[src/shared/lbs_pkg.sv]
// constants and types shared by the led boost protection sequencer
package lbs_pkg;

	// ------------------------------------------------------------
	// timing
	// ------------------------------------------------------------
	localparam int LBS_CLK_PERIOD_NS  = 10;
	localparam int LBS_OLP_FORCE_NS   = 5000;
	localparam int LBS_OVP_TRIP_NS    = 20000;
	localparam int LBS_OVP_REL_NS     = 14000;
	localparam int LBS_OCP_DELAY_NS   = 1000;
	localparam int LBS_EDGE_BLANK_NS  = 300;
	localparam int LBS_OLP_FORCE_CYC  = (LBS_OLP_FORCE_NS + LBS_CLK_PERIOD_NS - 1) / LBS_CLK_PERIOD_NS;
	localparam int LBS_OVP_TRIP_CYC   = (LBS_OVP_TRIP_NS + LBS_CLK_PERIOD_NS - 1) / LBS_CLK_PERIOD_NS;
	localparam int LBS_OVP_REL_CYC    = (LBS_OVP_REL_NS + LBS_CLK_PERIOD_NS - 1) / LBS_CLK_PERIOD_NS;
	localparam int LBS_OCP_DELAY_CYC  = (LBS_OCP_DELAY_NS + LBS_CLK_PERIOD_NS - 1) / LBS_CLK_PERIOD_NS;
	localparam int LBS_EDGE_BLANK_CYC = (LBS_EDGE_BLANK_NS + LBS_CLK_PERIOD_NS - 1) / LBS_CLK_PERIOD_NS;
	localparam logic [9:0]  LBS_SS_PERIODS    = 10'd600;
	localparam logic [13:0] LBS_OLP_BLANK_PER = 14'd8192;
	localparam logic [7:0]  LBS_AR_PERIODS    = 8'd128;

	// ------------------------------------------------------------
	// register map
	// ------------------------------------------------------------
	localparam logic [7:0] LBS_ADDR_CTRL   = 8'h00;
	localparam logic [7:0] LBS_ADDR_STATUS = 8'h04;
	localparam logic [7:0] LBS_ADDR_SSCNT  = 8'h08;
	localparam int   LBS_CTRL_RUN_BIT = 0;
	localparam logic LBS_CTRL_RUN_RST = 1'b1;
	localparam int LBS_ST_FAULT_BIT = 0;
	localparam int LBS_ST_OVP_BIT   = 1;
	localparam int LBS_ST_OCP_BIT   = 2;
	localparam int LBS_ST_FORCE_BIT = 3;
	localparam int LBS_ST_SOFT_BIT  = 4;
	localparam int LBS_ST_RUN_BIT   = 5;
	localparam int LBS_ST_ARMED_BIT = 6;
	localparam int LBS_ST_CLIM_BIT  = 7;

	// ------------------------------------------------------------
	// pin indexes
	// ------------------------------------------------------------
	localparam int LBS_NPIN      = 10;
	localparam int LBS_PIN_EN    = 0;
	localparam int LBS_PIN_LOCK  = 1;
	localparam int LBS_PIN_REF   = 2;
	localparam int LBS_PIN_DIM   = 3;
	localparam int LBS_PIN_OSC   = 4;
	localparam int LBS_PIN_OPEN  = 5;
	localparam int LBS_PIN_OVPT  = 6;
	localparam int LBS_PIN_OVPC  = 7;
	localparam int LBS_PIN_OCP   = 8;
	localparam int LBS_PIN_CS    = 9;

	typedef enum logic [2:0]
	{
		LBS_ST_OFF  = 3'b001,
		LBS_ST_SOFT = 3'b010,
		LBS_ST_RUN  = 3'b100
	} lbs_state_t;

endpackage

[src/shared/lbs_pin_if.sv]
// synchronised pin levels passed from the synchroniser to the sequencer
`timescale 1ns/100ps
`default_nettype none
interface lbs_pin_if;
	import lbs_pkg::*;
	logic [LBS_NPIN-1:0] lvl;
	modport drv (output lvl);
	modport use_mp (input lvl);
endinterface
`default_nettype wire

[src/lbs_sync.sv]
// two-flop synchroniser for all asynchronous pin inputs
`timescale 1ns/100ps
`default_nettype none
module lbs_sync
	import lbs_pkg::*;
(
	input  wire logic                clk,
	input  wire logic                rst,
	input  wire logic [LBS_NPIN-1:0] raw,
	lbs_pin_if.drv                   pins
);
	logic [LBS_NPIN-1:0] meta_r;
	logic [LBS_NPIN-1:0] stab_r;

	always_ff @(posedge clk)
	begin
		if (rst)
		begin
			meta_r <= '0;
			stab_r <= '0;
		end
		else
		begin
			meta_r <= raw;
			stab_r <= meta_r;
		end
	end

	assign pins.lvl = stab_r;
endmodule
`default_nettype wire

[src/lbs_qual.sv]
// persistence timer: hit once cond has held for COUNT cycles
`timescale 1ns/100ps
`default_nettype none
module lbs_qual
	import lbs_pkg::*;
#(
	parameter int COUNT = 1
)(
	input  wire logic clk,
	input  wire logic rst,
	input  wire logic clr,
	input  wire logic cond,
	output logic      hit
);
	localparam logic [11:0] LIM = 12'(COUNT - 1);
	logic [11:0] cnt_r;

	always_ff @(posedge clk)
	begin
		if (rst || clr || !cond)
			cnt_r <= 12'h000;
		else if (cnt_r != LIM)
			cnt_r <= cnt_r + 12'h001;
	end

	assign hit = cond && !clr && (cnt_r == LIM);
endmodule
`default_nettype wire

[src/lbs_seq.sv]
// led boost driver sequencing, protection and apb status
//
// The address map and register access over APB were decided locally.
`timescale 1ns/100ps
`default_nettype none
module lbs_seq
	import lbs_pkg::*;
(
	input  wire logic        SYS_CLK,
	input  wire logic        RESET,
	input  wire logic        PSEL,
	input  wire logic        PENABLE,
	input  wire logic        PWRITE,
	input  wire logic [7:0]  PADDR,
	input  wire logic [31:0] PWDATA,
	output logic      [31:0] PRDATA,
	output logic             PREADY,
	output logic             PSLVERR,
	input  wire logic        ENABLE_INPUT,
	input  wire logic        SUPPLY_LOCKOUT,
	input  wire logic        REF_READY,
	input  wire logic        PWM_DIM_INPUT,
	input  wire logic        OSC_IN,
	input  wire logic        OPEN_DET,
	input  wire logic        OVP_TRIP,
	input  wire logic        OVP_CLEAR,
	input  wire logic        LED_OCP_DET,
	input  wire logic        CS_LIMIT_DET,
	output logic             REF_ENABLE,
	output logic             BOOST_GATE,
	output logic             DIM_GATE,
	output logic             GM_CONNECT,
	output logic             SS_CLAMP,
	output logic             FAULT_OUT_O,
	output logic             FAULT_OUT_OE_N
);

	// ------------------------------------------------------------
	// pin synchronisation
	// ------------------------------------------------------------
	lbs_pin_if pins ();
	logic [LBS_NPIN-1:0] raw_pins;

	assign raw_pins[LBS_PIN_EN]   = ENABLE_INPUT;
	assign raw_pins[LBS_PIN_LOCK] = SUPPLY_LOCKOUT;
	assign raw_pins[LBS_PIN_REF]  = REF_READY;
	assign raw_pins[LBS_PIN_DIM]  = PWM_DIM_INPUT;
	assign raw_pins[LBS_PIN_OSC]  = OSC_IN;
	assign raw_pins[LBS_PIN_OPEN] = OPEN_DET;
	assign raw_pins[LBS_PIN_OVPT] = OVP_TRIP;
	assign raw_pins[LBS_PIN_OVPC] = OVP_CLEAR;
	assign raw_pins[LBS_PIN_OCP]  = LED_OCP_DET;
	assign raw_pins[LBS_PIN_CS]   = CS_LIMIT_DET;

	lbs_sync u_sync
	(
		.clk  (SYS_CLK),
		.rst  (RESET),
		.raw  (raw_pins),
		.pins (pins)
	);

	logic en_s;
	logic lock_s;
	logic ref_s;
	logic dim_s;
	logic osc_s;
	logic open_s;
	logic ovpt_s;
	logic ovpc_s;
	logic ocp_s;
	logic cs_s;

	assign en_s   = pins.lvl[LBS_PIN_EN];
	assign lock_s = pins.lvl[LBS_PIN_LOCK];
	assign ref_s  = pins.lvl[LBS_PIN_REF];
	assign dim_s  = pins.lvl[LBS_PIN_DIM];
	assign osc_s  = pins.lvl[LBS_PIN_OSC];
	assign open_s = pins.lvl[LBS_PIN_OPEN];
	assign ovpt_s = pins.lvl[LBS_PIN_OVPT];
	assign ovpc_s = pins.lvl[LBS_PIN_OVPC];
	assign ocp_s  = pins.lvl[LBS_PIN_OCP];
	assign cs_s   = pins.lvl[LBS_PIN_CS];

	// ------------------------------------------------------------
	// declarations
	// ------------------------------------------------------------
	lbs_state_t  state_r;
	lbs_state_t  state_nxt;
	logic        ctrl_run_r;
	logic        osc_d_r;
	logic        osc_tick;
	logic        go;
	logic        active;
	logic [9:0]  ss_cnt_r;
	logic        ss_done;
	logic        armed_r;
	logic        olp_force_r;
	logic        olp_cond;
	logic        olp_hit;
	logic [13:0] olp_blank_r;
	logic        fault_r;
	logic        ovp_r;
	logic        ovp_trip_hit;
	logic        ovp_rel_hit;
	logic        ocp_off_r;
	logic        ocp_hit;
	logic [7:0]  ar_cnt_r;
	logic        dim_int;
	logic        allow;
	logic        bon_r;
	logic        blank_done;
	logic        cs_trip;
	logic        clim_r;
	logic        boost_gate_r;
	logic        dim_gate_r;
	logic        gm_r;
	logic        ss_clamp_r;
	logic        fault_oe_n_r;
	logic        ref_en_r;
	logic [31:0] prdata_r;

	// ------------------------------------------------------------
	// oscillator period tick
	// ------------------------------------------------------------
	always_ff @(posedge SYS_CLK)
	begin
		if (RESET)
			osc_d_r <= 1'b0;
		else
			osc_d_r <= osc_s;
	end

	assign osc_tick = osc_s && !osc_d_r;

	// ------------------------------------------------------------
	// enable, lockout and state
	// ------------------------------------------------------------
	assign go     = en_s && !lock_s && ref_s && ctrl_run_r;
	assign active = (state_r != LBS_ST_OFF);

	always_ff @(posedge SYS_CLK)
	begin
		if (RESET)
			ref_en_r <= 1'b0;
		else
			ref_en_r <= en_s && !lock_s && ctrl_run_r;
	end

	always_comb
	begin
		state_nxt = state_r;
		unique case (state_r)
			LBS_ST_OFF:
				if (go)
					state_nxt = LBS_ST_SOFT;
			LBS_ST_SOFT:
				if (!go)
					state_nxt = LBS_ST_OFF;
				else if (ss_done)
					state_nxt = LBS_ST_RUN;
			LBS_ST_RUN:
				if (!go)
					state_nxt = LBS_ST_OFF;
			default:
				state_nxt = LBS_ST_OFF;
		endcase
	end

	always_ff @(posedge SYS_CLK)
	begin
		if (RESET)
			state_r <= LBS_ST_OFF;
		else
			state_r <= state_nxt;
	end

	// ------------------------------------------------------------
	// soft-start
	// ------------------------------------------------------------
	assign ss_done = (ss_cnt_r == LBS_SS_PERIODS);

	always_ff @(posedge SYS_CLK)
	begin
		if (RESET || !active)
			ss_cnt_r <= 10'h000;
		else if (state_r == LBS_ST_SOFT && osc_tick && dim_int && !ss_done)
			ss_cnt_r <= ss_cnt_r + 10'h001;
	end

	// ------------------------------------------------------------
	// open-string protection
	// ------------------------------------------------------------
	always_ff @(posedge SYS_CLK)
	begin
		if (RESET || !active)
			armed_r <= 1'b0;
		else if (dim_s)
			armed_r <= 1'b1;
	end

	assign dim_int  = dim_s || olp_force_r;
	assign olp_cond = active && armed_r && dim_int && open_s;

	lbs_qual #(.COUNT(LBS_OLP_FORCE_CYC)) u_olp
	(
		.clk  (SYS_CLK),
		.rst  (RESET),
		.clr  (!active),
		.cond (olp_cond),
		.hit  (olp_hit)
	);

	always_ff @(posedge SYS_CLK)
	begin
		if (RESET)
			olp_force_r <= 1'b0;
		else
			olp_force_r <= olp_hit;
	end

	always_ff @(posedge SYS_CLK)
	begin
		if (RESET || !olp_cond)
			olp_blank_r <= 14'h0000;
		else if (osc_tick && olp_blank_r != LBS_OLP_BLANK_PER)
			olp_blank_r <= olp_blank_r + 14'h0001;
	end

	always_ff @(posedge SYS_CLK)
	begin
		if (RESET || !active)
			fault_r <= 1'b0;
		else if (olp_blank_r == LBS_OLP_BLANK_PER)
			fault_r <= 1'b1;
	end

	// ------------------------------------------------------------
	// over-voltage protection
	// ------------------------------------------------------------
	lbs_qual #(.COUNT(LBS_OVP_TRIP_CYC)) u_ovp_trip
	(
		.clk  (SYS_CLK),
		.rst  (RESET),
		.clr  (!active),
		.cond (ovpt_s),
		.hit  (ovp_trip_hit)
	);

	lbs_qual #(.COUNT(LBS_OVP_REL_CYC)) u_ovp_rel
	(
		.clk  (SYS_CLK),
		.rst  (RESET),
		.clr  (!active),
		.cond (ovpc_s),
		.hit  (ovp_rel_hit)
	);

	always_ff @(posedge SYS_CLK)
	begin
		if (RESET || !active)
			ovp_r <= 1'b0;
		else if (ovp_trip_hit)
			ovp_r <= 1'b1;
		else if (ovp_rel_hit)
			ovp_r <= 1'b0;
	end

	// ------------------------------------------------------------
	// led over-current with auto-restart
	// ------------------------------------------------------------
	lbs_qual #(.COUNT(LBS_OCP_DELAY_CYC)) u_ocp
	(
		.clk  (SYS_CLK),
		.rst  (RESET),
		.clr  (!active || ocp_off_r),
		.cond (ocp_s),
		.hit  (ocp_hit)
	);

	always_ff @(posedge SYS_CLK)
	begin
		if (RESET || !active)
			ocp_off_r <= 1'b0;
		else if (ocp_hit)
			ocp_off_r <= 1'b1;
		else if (osc_tick && ar_cnt_r == LBS_AR_PERIODS - 8'h01)
			ocp_off_r <= 1'b0;
	end

	always_ff @(posedge SYS_CLK)
	begin
		if (RESET || !ocp_off_r)
			ar_cnt_r <= 8'h00;
		else if (osc_tick)
			ar_cnt_r <= ar_cnt_r + 8'h01;
	end

	// ------------------------------------------------------------
	// boost on-time and current limit
	// ------------------------------------------------------------
	assign allow = active && dim_int && !ovp_r && !ocp_off_r;

	lbs_qual #(.COUNT(LBS_EDGE_BLANK_CYC)) u_edge_blanking
	(
		.clk  (SYS_CLK),
		.rst  (RESET),
		.clr  (!allow),
		.cond (bon_r),
		.hit  (blank_done)
	);

	assign cs_trip = bon_r && blank_done && cs_s;

	always_ff @(posedge SYS_CLK)
	begin
		if (RESET || !allow)
			bon_r <= 1'b0;
		else if (osc_tick)
			bon_r <= 1'b1;
		else if (cs_trip)
			bon_r <= 1'b0;
	end

	always_ff @(posedge SYS_CLK)
	begin
		if (RESET)
			clim_r <= 1'b0;
		else if (cs_trip)
			clim_r <= 1'b1;
		else if (osc_tick)
			clim_r <= 1'b0;
	end

	// ------------------------------------------------------------
	// output drive
	// ------------------------------------------------------------
	always_ff @(posedge SYS_CLK)
	begin
		if (RESET)
		begin
			boost_gate_r <= 1'b0;
			dim_gate_r   <= 1'b0;
			gm_r         <= 1'b0;
			ss_clamp_r   <= 1'b0;
			fault_oe_n_r <= 1'b0;
		end
		else
		begin
			boost_gate_r <= allow && bon_r;
			dim_gate_r   <= allow;
			gm_r         <= active && dim_int;
			ss_clamp_r   <= (state_r == LBS_ST_SOFT);
			fault_oe_n_r <= fault_r;
		end
	end

	assign BOOST_GATE     = boost_gate_r;
	assign DIM_GATE       = dim_gate_r;
	assign GM_CONNECT     = gm_r;
	assign SS_CLAMP       = ss_clamp_r;
	assign REF_ENABLE     = ref_en_r;
	assign FAULT_OUT_O    = 1'b0;
	assign FAULT_OUT_OE_N = fault_oe_n_r;

	// ------------------------------------------------------------
	// apb slave
	// ------------------------------------------------------------
	logic apb_setup;
	logic apb_access;
	logic addr_ok;

	assign apb_setup  = PSEL && !PENABLE;
	assign apb_access = PSEL && PENABLE;
	assign addr_ok    = (PADDR == LBS_ADDR_CTRL) || (PADDR == LBS_ADDR_STATUS)
		|| (PADDR == LBS_ADDR_SSCNT);
	assign PREADY     = 1'b1;
	assign PSLVERR    = apb_access && !addr_ok;
	assign PRDATA     = prdata_r;

	always_ff @(posedge SYS_CLK)
	begin
		if (RESET)
			ctrl_run_r <= LBS_CTRL_RUN_RST;
		else if (apb_access && PWRITE && PADDR == LBS_ADDR_CTRL)
			ctrl_run_r <= PWDATA[LBS_CTRL_RUN_BIT];
	end

	always_ff @(posedge SYS_CLK)
	begin
		if (RESET)
			prdata_r <= 32'h0000_0000;
		else if (apb_setup)
		begin
			prdata_r <= 32'h0000_0000;
			if (PADDR == LBS_ADDR_CTRL)
				prdata_r[LBS_CTRL_RUN_BIT] <= ctrl_run_r;
			else if (PADDR == LBS_ADDR_STATUS)
			begin
				prdata_r[LBS_ST_FAULT_BIT] <= fault_r;
				prdata_r[LBS_ST_OVP_BIT]   <= ovp_r;
				prdata_r[LBS_ST_OCP_BIT]   <= ocp_off_r;
				prdata_r[LBS_ST_FORCE_BIT] <= olp_force_r;
				prdata_r[LBS_ST_SOFT_BIT]  <= (state_r == LBS_ST_SOFT);
				prdata_r[LBS_ST_RUN_BIT]   <= (state_r == LBS_ST_RUN);
				prdata_r[LBS_ST_ARMED_BIT] <= armed_r;
				prdata_r[LBS_ST_CLIM_BIT]  <= clim_r;
			end
			else if (PADDR == LBS_ADDR_SSCNT)
				prdata_r[9:0] <= ss_cnt_r;
		end
	end
endmodule
`default_nettype wire

[config.mk]
export PLATFORM = sky130hd
export DESIGN_NAME = lbs_seq
export DESIGN_NICKNAME = d
export VERILOG_FILES = /design/src/shared/lbs_pkg.sv /design/src/shared/lbs_pin_if.sv /design/src/lbs_sync.sv /design/src/lbs_qual.sv /design/src/lbs_seq.sv
export SDC_FILE = /design/constraint.sdc
export NUM_CORES = 1
export LEC_CHECK = 0
export CAP_MARGIN = 5
export CORE_UTILIZATION = 30
export DETAILED_ROUTE_END_ITERATION = 6
export DONT_BUFFER_PORTS = 1
export GPL_ROUTABILITY_DRIVEN = 0
export PLACE_DENSITY = 0.44
export SLEW_MARGIN = 15
export SYNTH_ARGS = -nofsm -noshare
export SYNTH_HDL_FRONTEND = slang
export SYNTH_SLANG_ARGS = --single-unit
[constraint.sdc]
create_clock -name SYS_CLK -period 2.4 [get_ports SYS_CLK]
set_input_delay 0.36 -clock SYS_CLK [delete_from_list [all_inputs] [get_ports SYS_CLK]]
set_output_delay 0.36 -clock SYS_CLK [all_outputs]
set_load 0.01 [all_outputs]
* Yosys cells after proc, flatten, opt, wreduce, memory -nomap -nowiden
Cells that the tools add are included.
** Storage, ports and cells
- Register bits after elaboration :: 140
- Input bits :: 55
- Output and inout bits :: 41
- Word-level logic and storage cells :: 143
** Cells by class
- $add $sub $neg :: 8
- Equal/unequal tests :: 23
- Muxes and demuxes :: 18
- Reduce and logical (&&, ||, !) cells :: 67
** Operators with widths (number)
- $add A12 B1 Y12 const B :: 5
- $logic_and A1 B1 Y1 :: 33
- $eq A12 B11 Y1 const B :: 2
- $ne A12 B11 Y1 const B :: 2
- $logic_not A1 Y1 :: 15
- $add A14 B1 Y14 const B :: 1
- $eq A14 B14 Y1 const B :: 1
- $logic_or A1 B1 Y1 :: 14
- $ne A14 B14 Y1 const B :: 1
- $eq A12 B5 Y1 const B :: 1
- $eq A12 B7 Y1 const B :: 1
- $eq A12 B9 Y1 const B :: 1
- $mux W3 :: 4
- $ne A12 B5 Y1 const B :: 1
- $ne A12 B7 Y1 const B :: 1
- $ne A12 B9 Y1 const B :: 1
- $add A10 B1 Y10 const B :: 1
- $eq A10 B10 Y1 const B :: 1
- $mux W10 :: 1
- $mux W1 :: 9
- $mux W9 :: 1
- $pmux W3 S3 :: 1
- $add A8 B1 Y8 const B :: 1
- $eq A8 B3 Y1 const B :: 1
- 13 further kinds :: 16

* Depth between registers and ports, before layout
Gate-level depths: netlist of run 1.
- Word-level depth :: 10
- Gate-level depth with buffers :: 8
- Mapped depth without buffers :: 6

* Hierarchy
A second synthesis of run 1 with hierarchy kept.
** Second synthesis, totals
- Cells, all modules :: 740
- Area, all modules :: 6627.6 µm²
** Modules (own cells, without submodules)
- lbs_seq :: instances 1, cells an instance 354, area an instance 2941.6 µm², sequential area each 1201.2 µm²
- lbs_qual (u_ovp_rel) :: instances 1, cells an instance 69, area an instance 634.4 µm², sequential area each 240.2 µm²
- lbs_qual (u_edge_blanking) :: instances 1, cells an instance 69, area an instance 620.6 µm², sequential area each 240.2 µm²
- lbs_sync :: instances 1, cells an instance 42, area an instance 618.1 µm², sequential area each 400.4 µm²
- lbs_qual (u_ocp) :: instances 1, cells an instance 71, area an instance 613.1 µm², sequential area each 240.2 µm²
- lbs_qual (u_olp) :: instances 1, cells an instance 68, area an instance 603.1 µm², sequential area each 240.2 µm²
- lbs_qual (u_ovp_trip) :: instances 1, cells an instance 67, area an instance 596.8 µm², sequential area each 240.2 µm²

* Worst setup path before layout of run 1
Ideal clock, no wire load.
- Kind :: flip-flop to flip-flop
- From :: register state_r[1]
- To :: register ss_cnt_r[7]
- Library setup time :: 0.070 ns
- Arrival time :: 1.881 ns
- Data required time :: 2.330 ns
- Slack :: 0.448 ns
- Cell stages (with the launch flop) :: 6
- Path buffers :: 1
- Period minus slack after synthesis :: 1.952 ns
- Cells stage by stage :: dfxtp_1 -> or3b_1 -> or4_1 -> buf_2 -> or4_1 -> a21oi_1
** Between the ends
- Word-level cells in the longest chain between the ends :: 4
- Elaborated cells on any way between the ends :: 7
- Classes of those cells :: 2 x eq/ne; 5 x reduce/logical
** Ends and longest elaborated chain
- start: declaration :: line lbs_seq.sv:88 : lbs_state_t state_r;
- start signal: assignment :: line lbs_seq.sv:175 : state_r <= state_nxt;
- $eq A3 B2 Y1 :: line lbs_seq.sv:187 : else if (state_r == LBS_ST_SOFT && osc_tick && dim_int && !ss_done)
- $logic_and A1 B1 Y1 (3 in series) :: line lbs_seq.sv:187
- end signal: assignment :: line lbs_seq.sv:188 : ss_cnt_r <= ss_cnt_r + 10'h001;
- end: declaration :: line lbs_seq.sv:95 : logic [9:0] ss_cnt_r;
Several ways; a longest one is shown, not always the timed one.
A chain may end at the register's enable or synchronous reset.

* Worst setup path after layout of run 1
Same ends and word-level chain as after synthesis.

==> impl_metrics.json, run 1 <==
{
  "vias": 4802,
  "setup_tns_ns": 0,
  "syn2layout_area_growth_pct": 15.4,
  "fp-row-count": 52,
  "dpl_cell_area_um2": 6480,
  "wirelength_met1_mm": 7.02,
  "design_area_um2": 7130,
  "drtPass1Iterations": 4,
  "cts_buffers": 17,
  "cts.clk_slew.worst_paths_ns": 0.06,
  "start_kind": "flip-flop",
  "routed_wl_mm": 14.0,
  "multi_input_area_um2": 3140,
  "skew_ns": 0.0120,
  "rsz0062_at_grt": "no",
  "routed-wl-met3_um": 383,
  "critPathArrivalTime_ns": 2.47,
  "ys_seq_elements": 140,
  "yosys_warnings": 0,
  "routedWlPerCell_um": 14.0,
  "startpoint": "state_r[1]$_SDFFE_PP0P_",
  "route.antenna.remaining_nets": 0,
  "drive_above_1_share_pct": 7.89,
  "hpwlAfterDp_mm": 9.64,
  "nFillCells": 2094,
  "core_um2": 20200,
  "drt_iter0_drc": 239,
  "overflow": 0,
  "synth_ff_type": "dfxtp_1",
  "rr_startpoint": "state_r[1]$_SDFFE_PP0P_",
  "drc": 0,
  "synth_area_um2": 6170,
  "end_kind": "flip-flop",
  "synth_cells": 705,
  "finalSetupViolCount": 0,
  "tightest_slew_ns": 0.723,
  "critPathRequiredTime_ns": 2.75,
  "layout_worst_path_cycle_share_pct": 88.3,
  "report.final.slew_viol_count": 0,
  "chipWidth_um": 145,
  "synth_edf_count": 0,
  "async_reset_ff_share_pct": 0,
  "hp-class": "primary input to flip-flop",
  "seq_area_frac_synth_pct": 45.4,
  "syn_avg_cell_area_um2": 8.76,
  "nets": 790,
  "hold_buffers": 3,
  "slew_headroom_pct": 51.3,
  "cts-resized-gates": 0,
  "path_max_fanout": 8,
  "clockRootBuffer": "clkbuf_16",
  "status": "complete, no violations",
  "grt_max_degree": 20,
  "cts.sinks": 140,
  "tritoncts": "yes",
  "max-cap-violations": 0,
  "dr_wl_met2_mm": 6.54,
  "irDropWorstVdd_mv": 0.418,
  "antenna_found_initial": 0,
  "cts_buffer_depth": 2,
  "fmax_mhz": 472,
  "initial_utilization_pct": 30.5,
  "top_layer_used": "met4",
  "p_leak_nw": 2.31,
  "dieHeight_um": 145,
  "first_global_vias": 4675,
  "p_per_area_nw_per_um2": 711,
  "path_class": "flip-flop to flip-flop",
  "hold_violations": 0,
  "place.port_buffers": 0,
  "grt_util_all_layers_pct": 13.8,
  "regArea_um2": 2800,
  "clk_latency_ns": 0.41,
  "diodes": 0,
  "via_per_inst": 4.78,
  "grt_pass1_wl_mm": 23.3,
  "cts_setup_buffers": 0,
  "cts.htree.levels": 4,
  "synth_cell_type_count": 52,
  "design.die.area_um2": 21200,
  "ios": 96,
  "hold_start": "RESET",
  "finalCriticalPeriod_ns": 2.12
}
-- synthesized netlist by cell type (4+ instances only) --
| cell type | count | area share [%] |
|---|---|---|
| clkbuf_1 | 16 | 0.97 |
| or4_1 | 10 | 1.2 |
| nor3_1 | 14 | 1.1 |
| nor3b_1 | 4 | 0.49 |
| nor4_1 | 16 | 1.6 |
| nor2b_1 | 31 | 3.1 |
| a22o_1 | 7 | 0.99 |
| and3_1 | 6 | 0.61 |
| nand3b_1 | 5 | 0.61 |
| nand3_1 | 39 | 3.2 |
| o31ai_1 | 9 | 1.1 |
| nand2_1 | 64 | 3.9 |
| a21oi_1 | 43 | 3.5 |
| dfxtp_1 | 140 | 45 |
| ha_1 | 11 | 2.2 |
| inv_1 | 16 | 0.97 |
| nand2b_1 | 7 | 0.71 |
| o21ai_0 | 13 | 1.1 |
| and4_1 | 7 | 0.99 |
| nand4_1 | 26 | 2.6 |
| xor2_1 | 28 | 4.0 |
| nor2_1 | 77 | 4.7 |
| xnor2_1 | 26 | 3.7 |
| mux2i_1 | 8 | 1.3 |
| or3_1 | 13 | 1.3 |
| buf_4 | 24 | 2.9 |
-- worst paths after layout --
check,endpoint,slack [ns],depth (start not counted)
min reg2reg,u_sync.pins.lvl[1]$_SDFF_PP0_,0.44,1
min,u_sync.pins.lvl[6]$_SDFF_PP0_,0.03,1
max reg2reg,ss_cnt_r[7]$_SDFFE_PP0P_,0.28,4
max,ss_cnt_r[7]$_SDFFE_PP0P_,0.28,4
-- final cells by class --
class	count	share of cell area [%]
Sequential cell	140	39.3
Clock buffer	19	6.36
Tap cell	270	4.74
Multi-Input combinational cell	527	44.0
Inverter	16	0.843
Timing Repair Buffer	22	2.67
Clock inverter	11	2.04
-- cell families (layout without fill, tap and decap cells) --
family / Yosys count / in the layout / share of synthesized area [%]
simple gates: 342 / 342 / 29.4
xor+xnor: 54 / 54 / 7.66
flops: 140 / 140 / 45.4
buf+inv: 60 / 68 / 5.15
other cells: 2 / 24 / 0.122
mux: 8 / 8 / 1.30
fa+ha+maj: 11 / 11 / 2.23
compound gates: 88 / 88 / 8.73
-- metrics by stage --
step	power [mW]	hold WS (ns)	utilization, %	setup WS [ns]	instances
after floorplan	2.48	0.385	-	0.448	727
after global placement	2.46	0.415	32.0	0.319	970
after detailed placement	2.46	0.426	32.0	0.296	970
after CTS	5.14	0.000926	35.1	0.281	1003
after global routing	5.26	0.00335	35.2	0.164	1005
final	5.07	0.0330	35.2	0.282	1005
-- layout by cell type (no fill, tap or decap), drive strengths merged, types with 4 or more instances in the layout --
| cell | synthesis | layout |
|---|---|---|
| a21oi | 43 | 43 |
| a22o | 7 | 7 |
| and3 | 6 | 6 |
| and4 | 7 | 7 |
| buf | 28 | 17 |
| clkbuf | 16 | 19 |
| clkinv | 0 | 5 |
| conb | 2 | 24 |
| dfxtp | 140 | 140 |
| dlygate4sd3 | 0 | 5 |
| ha | 11 | 11 |
| inv | 16 | 16 |
| mux2i | 8 | 8 |
| nand2 | 64 | 64 |
| nand2b | 7 | 7 |
| nand3 | 39 | 39 |
| nand3b | 5 | 5 |
| nand4 | 26 | 26 |
| nor2 | 77 | 77 |
| nor2b | 31 | 31 |
| nor3 | 14 | 14 |
| nor3b | 4 | 4 |
| nor4 | 16 | 16 |
| o21ai | 13 | 13 |
| o31ai | 9 | 9 |
| or3 | 13 | 13 |
| or3b | 4 | 4 |
| or4 | 11 | 11 |
| xnor2 | 26 | 26 |
| xor2 | 28 | 28 |
-- critical path, stage by stage, from the launching register on --
cell and delay [ns]:
dfxtp_1 0.42, or3b_1 0.42, or4_1 0.56, or4_1 0.51, a21oi_1 0.14
-- power by group --
group / switching [mW] / internal, mW / total (mW) / leakage (nW)
combinational: 0.0590 / 0.0261 / 0.0851 / 0.891
clock: 0.958 / 1.67 / 2.63 / 0.287
sequential: 0.00720 / 2.34 / 2.35 / 1.13
total: 1.02 / 4.04 / 5.07 / 2.31
-- registers in the layout (all words and copies together) (netlist names), 3 cells and up --
name and count:
olp_blank_r 14, u_ovp_trip.cnt_r 12, PRDATA 10, ar_cnt_r 8
ss_cnt_r 10, u_ocp.cnt_r 12, u_olp.cnt_r 12, u_sync.pins.lvl 10
u_edge_blanking.cnt_r 12, u_sync.meta_r 10, u_ovp_rel.cnt_r 12, state_r 3
-- metal layers --
layer / global-route usage, % / vias up
met1: 17.8 / 2280
met2: 22.3 / 55
met5: 0 / -
li1: - / 2460
met3: 4.14 / 7
met4: 3.89 / 0
(Power assumes the default switching activity.)
==> inputs of run 2 (changes only) <==
--- a/config.mk
+++ b/config.mk
@@ -11,7 +11,9 @@
 export DONT_BUFFER_PORTS = 1
 export GPL_ROUTABILITY_DRIVEN = 0
 export PLACE_DENSITY = 0.44
+export SKIP_LAST_GASP = 1
 export SLEW_MARGIN = 15
 export SYNTH_ARGS = -nofsm -noshare
 export SYNTH_HDL_FRONTEND = slang
+export SYNTH_HIERARCHICAL = 1
 export SYNTH_SLANG_ARGS = --single-unit
==> constraint.sdc (replaced) <==
create_clock -name SYS_CLK -period 2.8 [get_ports SYS_CLK]
set_input_delay 0.42 -clock SYS_CLK [delete_from_list [all_inputs] [get_ports SYS_CLK]]
set_output_delay 0.42 -clock SYS_CLK [all_outputs]
set_load 0.01 [all_outputs]
==> run 2 against run 1 <==
Setup slack improved by 0.32 ns. Sequential power fell by 14%. Critical path depth rose by 3. Maximum frequency fell by 3.5%. First-iteration DRC count fell by 7.5%. Register-to-register slack improved by 0.32 ns. Non-clock buffer count fell by 17. Combinational power fell by 29%. Wire length rose by 2.9%. Design area rose by 3.7%. Power fell by 13%. Clock power fell by 11%.
==> impl_metrics.json, run 2 <==
{
  "p_leak_nw": 2.19,
  "diodes": 0,
  "setup_tns_ns": 0,
  "synth_edf_count": 0,
  "min_to": "clim_r$_SDFFE_PP0P_",
  "rr_startpoint": "u_edge_blanking/cnt_r[0]$_SDFFE_PP0P_",
  "slew_headroom_pct": 44.9,
  "hpwlAfterDp_mm": 10.3,
  "p_per_area_nw_per_um2": 596,
  "path_max_fanout": 7,
  "synth_area_um2": 6630,
  "critPathRequiredTime_ns": 3.11,
  "tritoncts": "yes",
  "routed_wl_mm": 14.4,
  "async_reset_ff_share_pct": 0,
  "drc": 0,
  "cts.htree.levels": 4,
  "design.die.area_um2": 22700,
  "ys_top_cells_by_area": "dfxtp_1, a21oi_1, o31ai_1",
  "irDropWorstVdd_mv": 0.347,
  "tightest_slew_ns": 0.825,
  "whs_ns": 0.109,
  "vias": 5269,
  "ios": 96,
  "grt_max_degree": 53,
  "drive_above_1_share_pct": 11.4,
  "nets": 801,
  "rsz0062_at_grt": "no",
  "cts_buffers": 17,
  "end_kind": "flip-flop",
  "drt_iter0_drc": 221,
  "hold_start": "RESET",
  "fp-row-count": 54,
  "syn2layout_area_growth_pct": 11.5,
  "overflow": 0,
  "placed_cells": 996,
  "largest_reg_flops": 14,
  "finalSetupViolCount": 0,
  "final_cell_mix": "dfxtp_1, a21oi_1, nand2_1",
  "route.antenna.remaining_nets": 0,
  "layout_worst_path_cycle_share_pct": 78.4,
  "status": "complete, no violations",
  "yosys_warnings": 6,
  "place.port_buffers": 0,
  "synth_top_cell_by_area": "dfxtp_1",
  "grt_pass1_wl_mm": 24.1,
  "nFillCells": 2240,
  "cts_setup_buffers": 0,
  "finalNonFillerCells": 1028,
  "initial_utilization_pct": 30.5,
  "syn_avg_cell_area_um2": 8.96,
  "synth_ff_type": "dfxtp_1",
  "cts.clk_slew.worst_paths_ns": 0.06,
  "hold_depth": 1,
  "reg2reg_depth": 7,
  "hp-class": "primary input to flip-flop",
  "antenna_found_initial": 0,
  "dieHeight_um": 151,
  "via_per_inst": 5.13,
  "cts_buffer_depth": 2,
  "grt_util_all_layers_pct": 13.5,
  "pre_cts_slack_ns": 0.600,
  "seq_area_frac_synth_pct": 42.3,
  "core_um2": 21800,
  "ff2ff_setup_slack_ns": 0.60,
  "chipWidth_um": 151,
  "finalCriticalPeriod_ns": 2.20,
  "clk_latency_ns": 0.42,
  "ys_seq_elements": 140,
  "synth_top_area_share_pct": 42.3,
  "skew_ns": 0.00866,
  "cts.sinks": 140,
  "synth_cells": 740,
  "routedWlPerCell_um": 14.0,
  "synth_most_common_cell": "dfxtp_1",
  "synth_cell_type_count": 69,
  "max-cap-violations": 0,
  "fmax_mhz": 455,
  "synth_commonest_cells": "dfxtp_1, a21oi_1, nand2_1",
  "final_common_cell": "dfxtp_1",
  "cts-resized-gates": 0,
  "hold_violations": 0,
  "hold_buffers": 0,
  "first_global_vias": 5025,
  "path_class": "flip-flop to flip-flop",
  "critPathArrivalTime_ns": 2.50,
  "drtPass1Iterations": 4,
  "report.final.slew_viol_count": 0,
  "reg2reg_to": "bon_r$_SDFFE_PP0P_",
  "start_kind": "flip-flop",
  "final_core_utilization_pct": 34.0,
  "clockRootBuffer": "clkbuf_16",
  "top_register": "olp_blank_r",
  "setup_slack_ns": 0.604
}
==> run 2: changes by cell type in the layout (fill, tap and decap cells not counted), moves of 15 or more <==
| cell | before | now |
|---|---|---|
| xnor2_1 | 26 | 11 |
| o31ai_1 | 9 | 27 |
| nor2b_1 | 31 | 8 |
| xor2_1 | 28 | 8 |
| nor2_1 | 77 | 34 |
| a21oi_1 | 43 | 64 |
| or3_1 | 13 | 28 |
| or4_1 | 10 | 25 |
| nor2b_2 | 0 | 16 |
| o21ai_0 | 13 | 31 |
==> run 2: power breakdown <==
part           internal, mW  switching, mW  total, mW
Combinational        0.0234         0.0368     0.0602
Sequential             2.01        0.00619       2.01
Clock                  1.41          0.927       2.34
Total                  3.44          0.970       4.41
==> run 2: cell families after synthesis <==
logic type / share of synthesized area [%]
AND/OR/NAND/NOR: 31.5
AO/OA/AOI/OAI: 14.3
flip-flops: 42.3
buffers and inverters: 6.02
XOR/XNOR: 2.51
adder cells (fa/ha/maj): 2.08
multiplexers: 1.21
other: 0.113
==> run 2: per-stage QoR <==
step | power [mW] | area, µm²
after floorplan | 2.14 | 6710
after global placement | 2.12 | 6780
after detailed placement | 2.12 | 6780
after CTS | 4.50 | 7390
after global routing | 4.59 | 7390
final | 4.41 | 7390
==> run 2: how the worst max path moves through the flow <==
| stage | to | from | slack (ns) |
|---|---|---|---|
| 6_report | bon_r$_SDFFE_PP0P_ | u_edge_blanking/cnt_r[0]$_SDFFE_PP0P_ | 0.60 |
| 3_5_place_dp | bon_r$_SDFFE_PP0P_ | u_edge_blanking/cnt_r[0]$_SDFFE_PP0P_ | 0.60 |
| 5_1_grt | bon_r$_SDFFE_PP0P_ | u_edge_blanking/cnt_r[0]$_SDFFE_PP0P_ | 0.45 |
| 4_1_cts | bon_r$_SDFFE_PP0P_ | u_edge_blanking/cnt_r[0]$_SDFFE_PP0P_ | 0.59 |
| 3_3_place_gp | bon_r$_SDFFE_PP0P_ | u_edge_blanking/cnt_r[0]$_SDFFE_PP0P_ | 0.59 |
| 2_1_floorplan | u_edge_blanking/cnt_r[10]$_SDFFE_PP0P_ | state_r[0]$_SDFFE_PP1P_ | 0.56 |
==> run 2: metal layers <==
metal  track usage [%]  part of all wire [%]  vias to the layer above
li1                  -                     -                     2685
met1              16.3                    47                     2503
met2              22.7                    49                       68
met3              4.21                   3.2                       13
met4              4.20                   1.1                        0
met5                 0                     0                        -
==> run 2: cell type report <==
type                       count  area, µm²  area share, %
inverter                      19       71.3          0.965
sequential                   140       2800           37.9
clock buffer                  20        467           6.31
tap                          280        350           4.74
multi-input combinational    552       3510           47.5
clock inverter                12        150           2.03
timing repair buffer           5       37.5          0.508
==> run 2: critical path, stage by stage (launching register included) <==
cell     delay, ns
dfxtp_1       0.43
ha_1          0.18
or4b_4        0.47
or3_1         0.53
nor3b_2       0.23
nand2_1       0.07
a21oi_1       0.14
nor2b_1       0.05
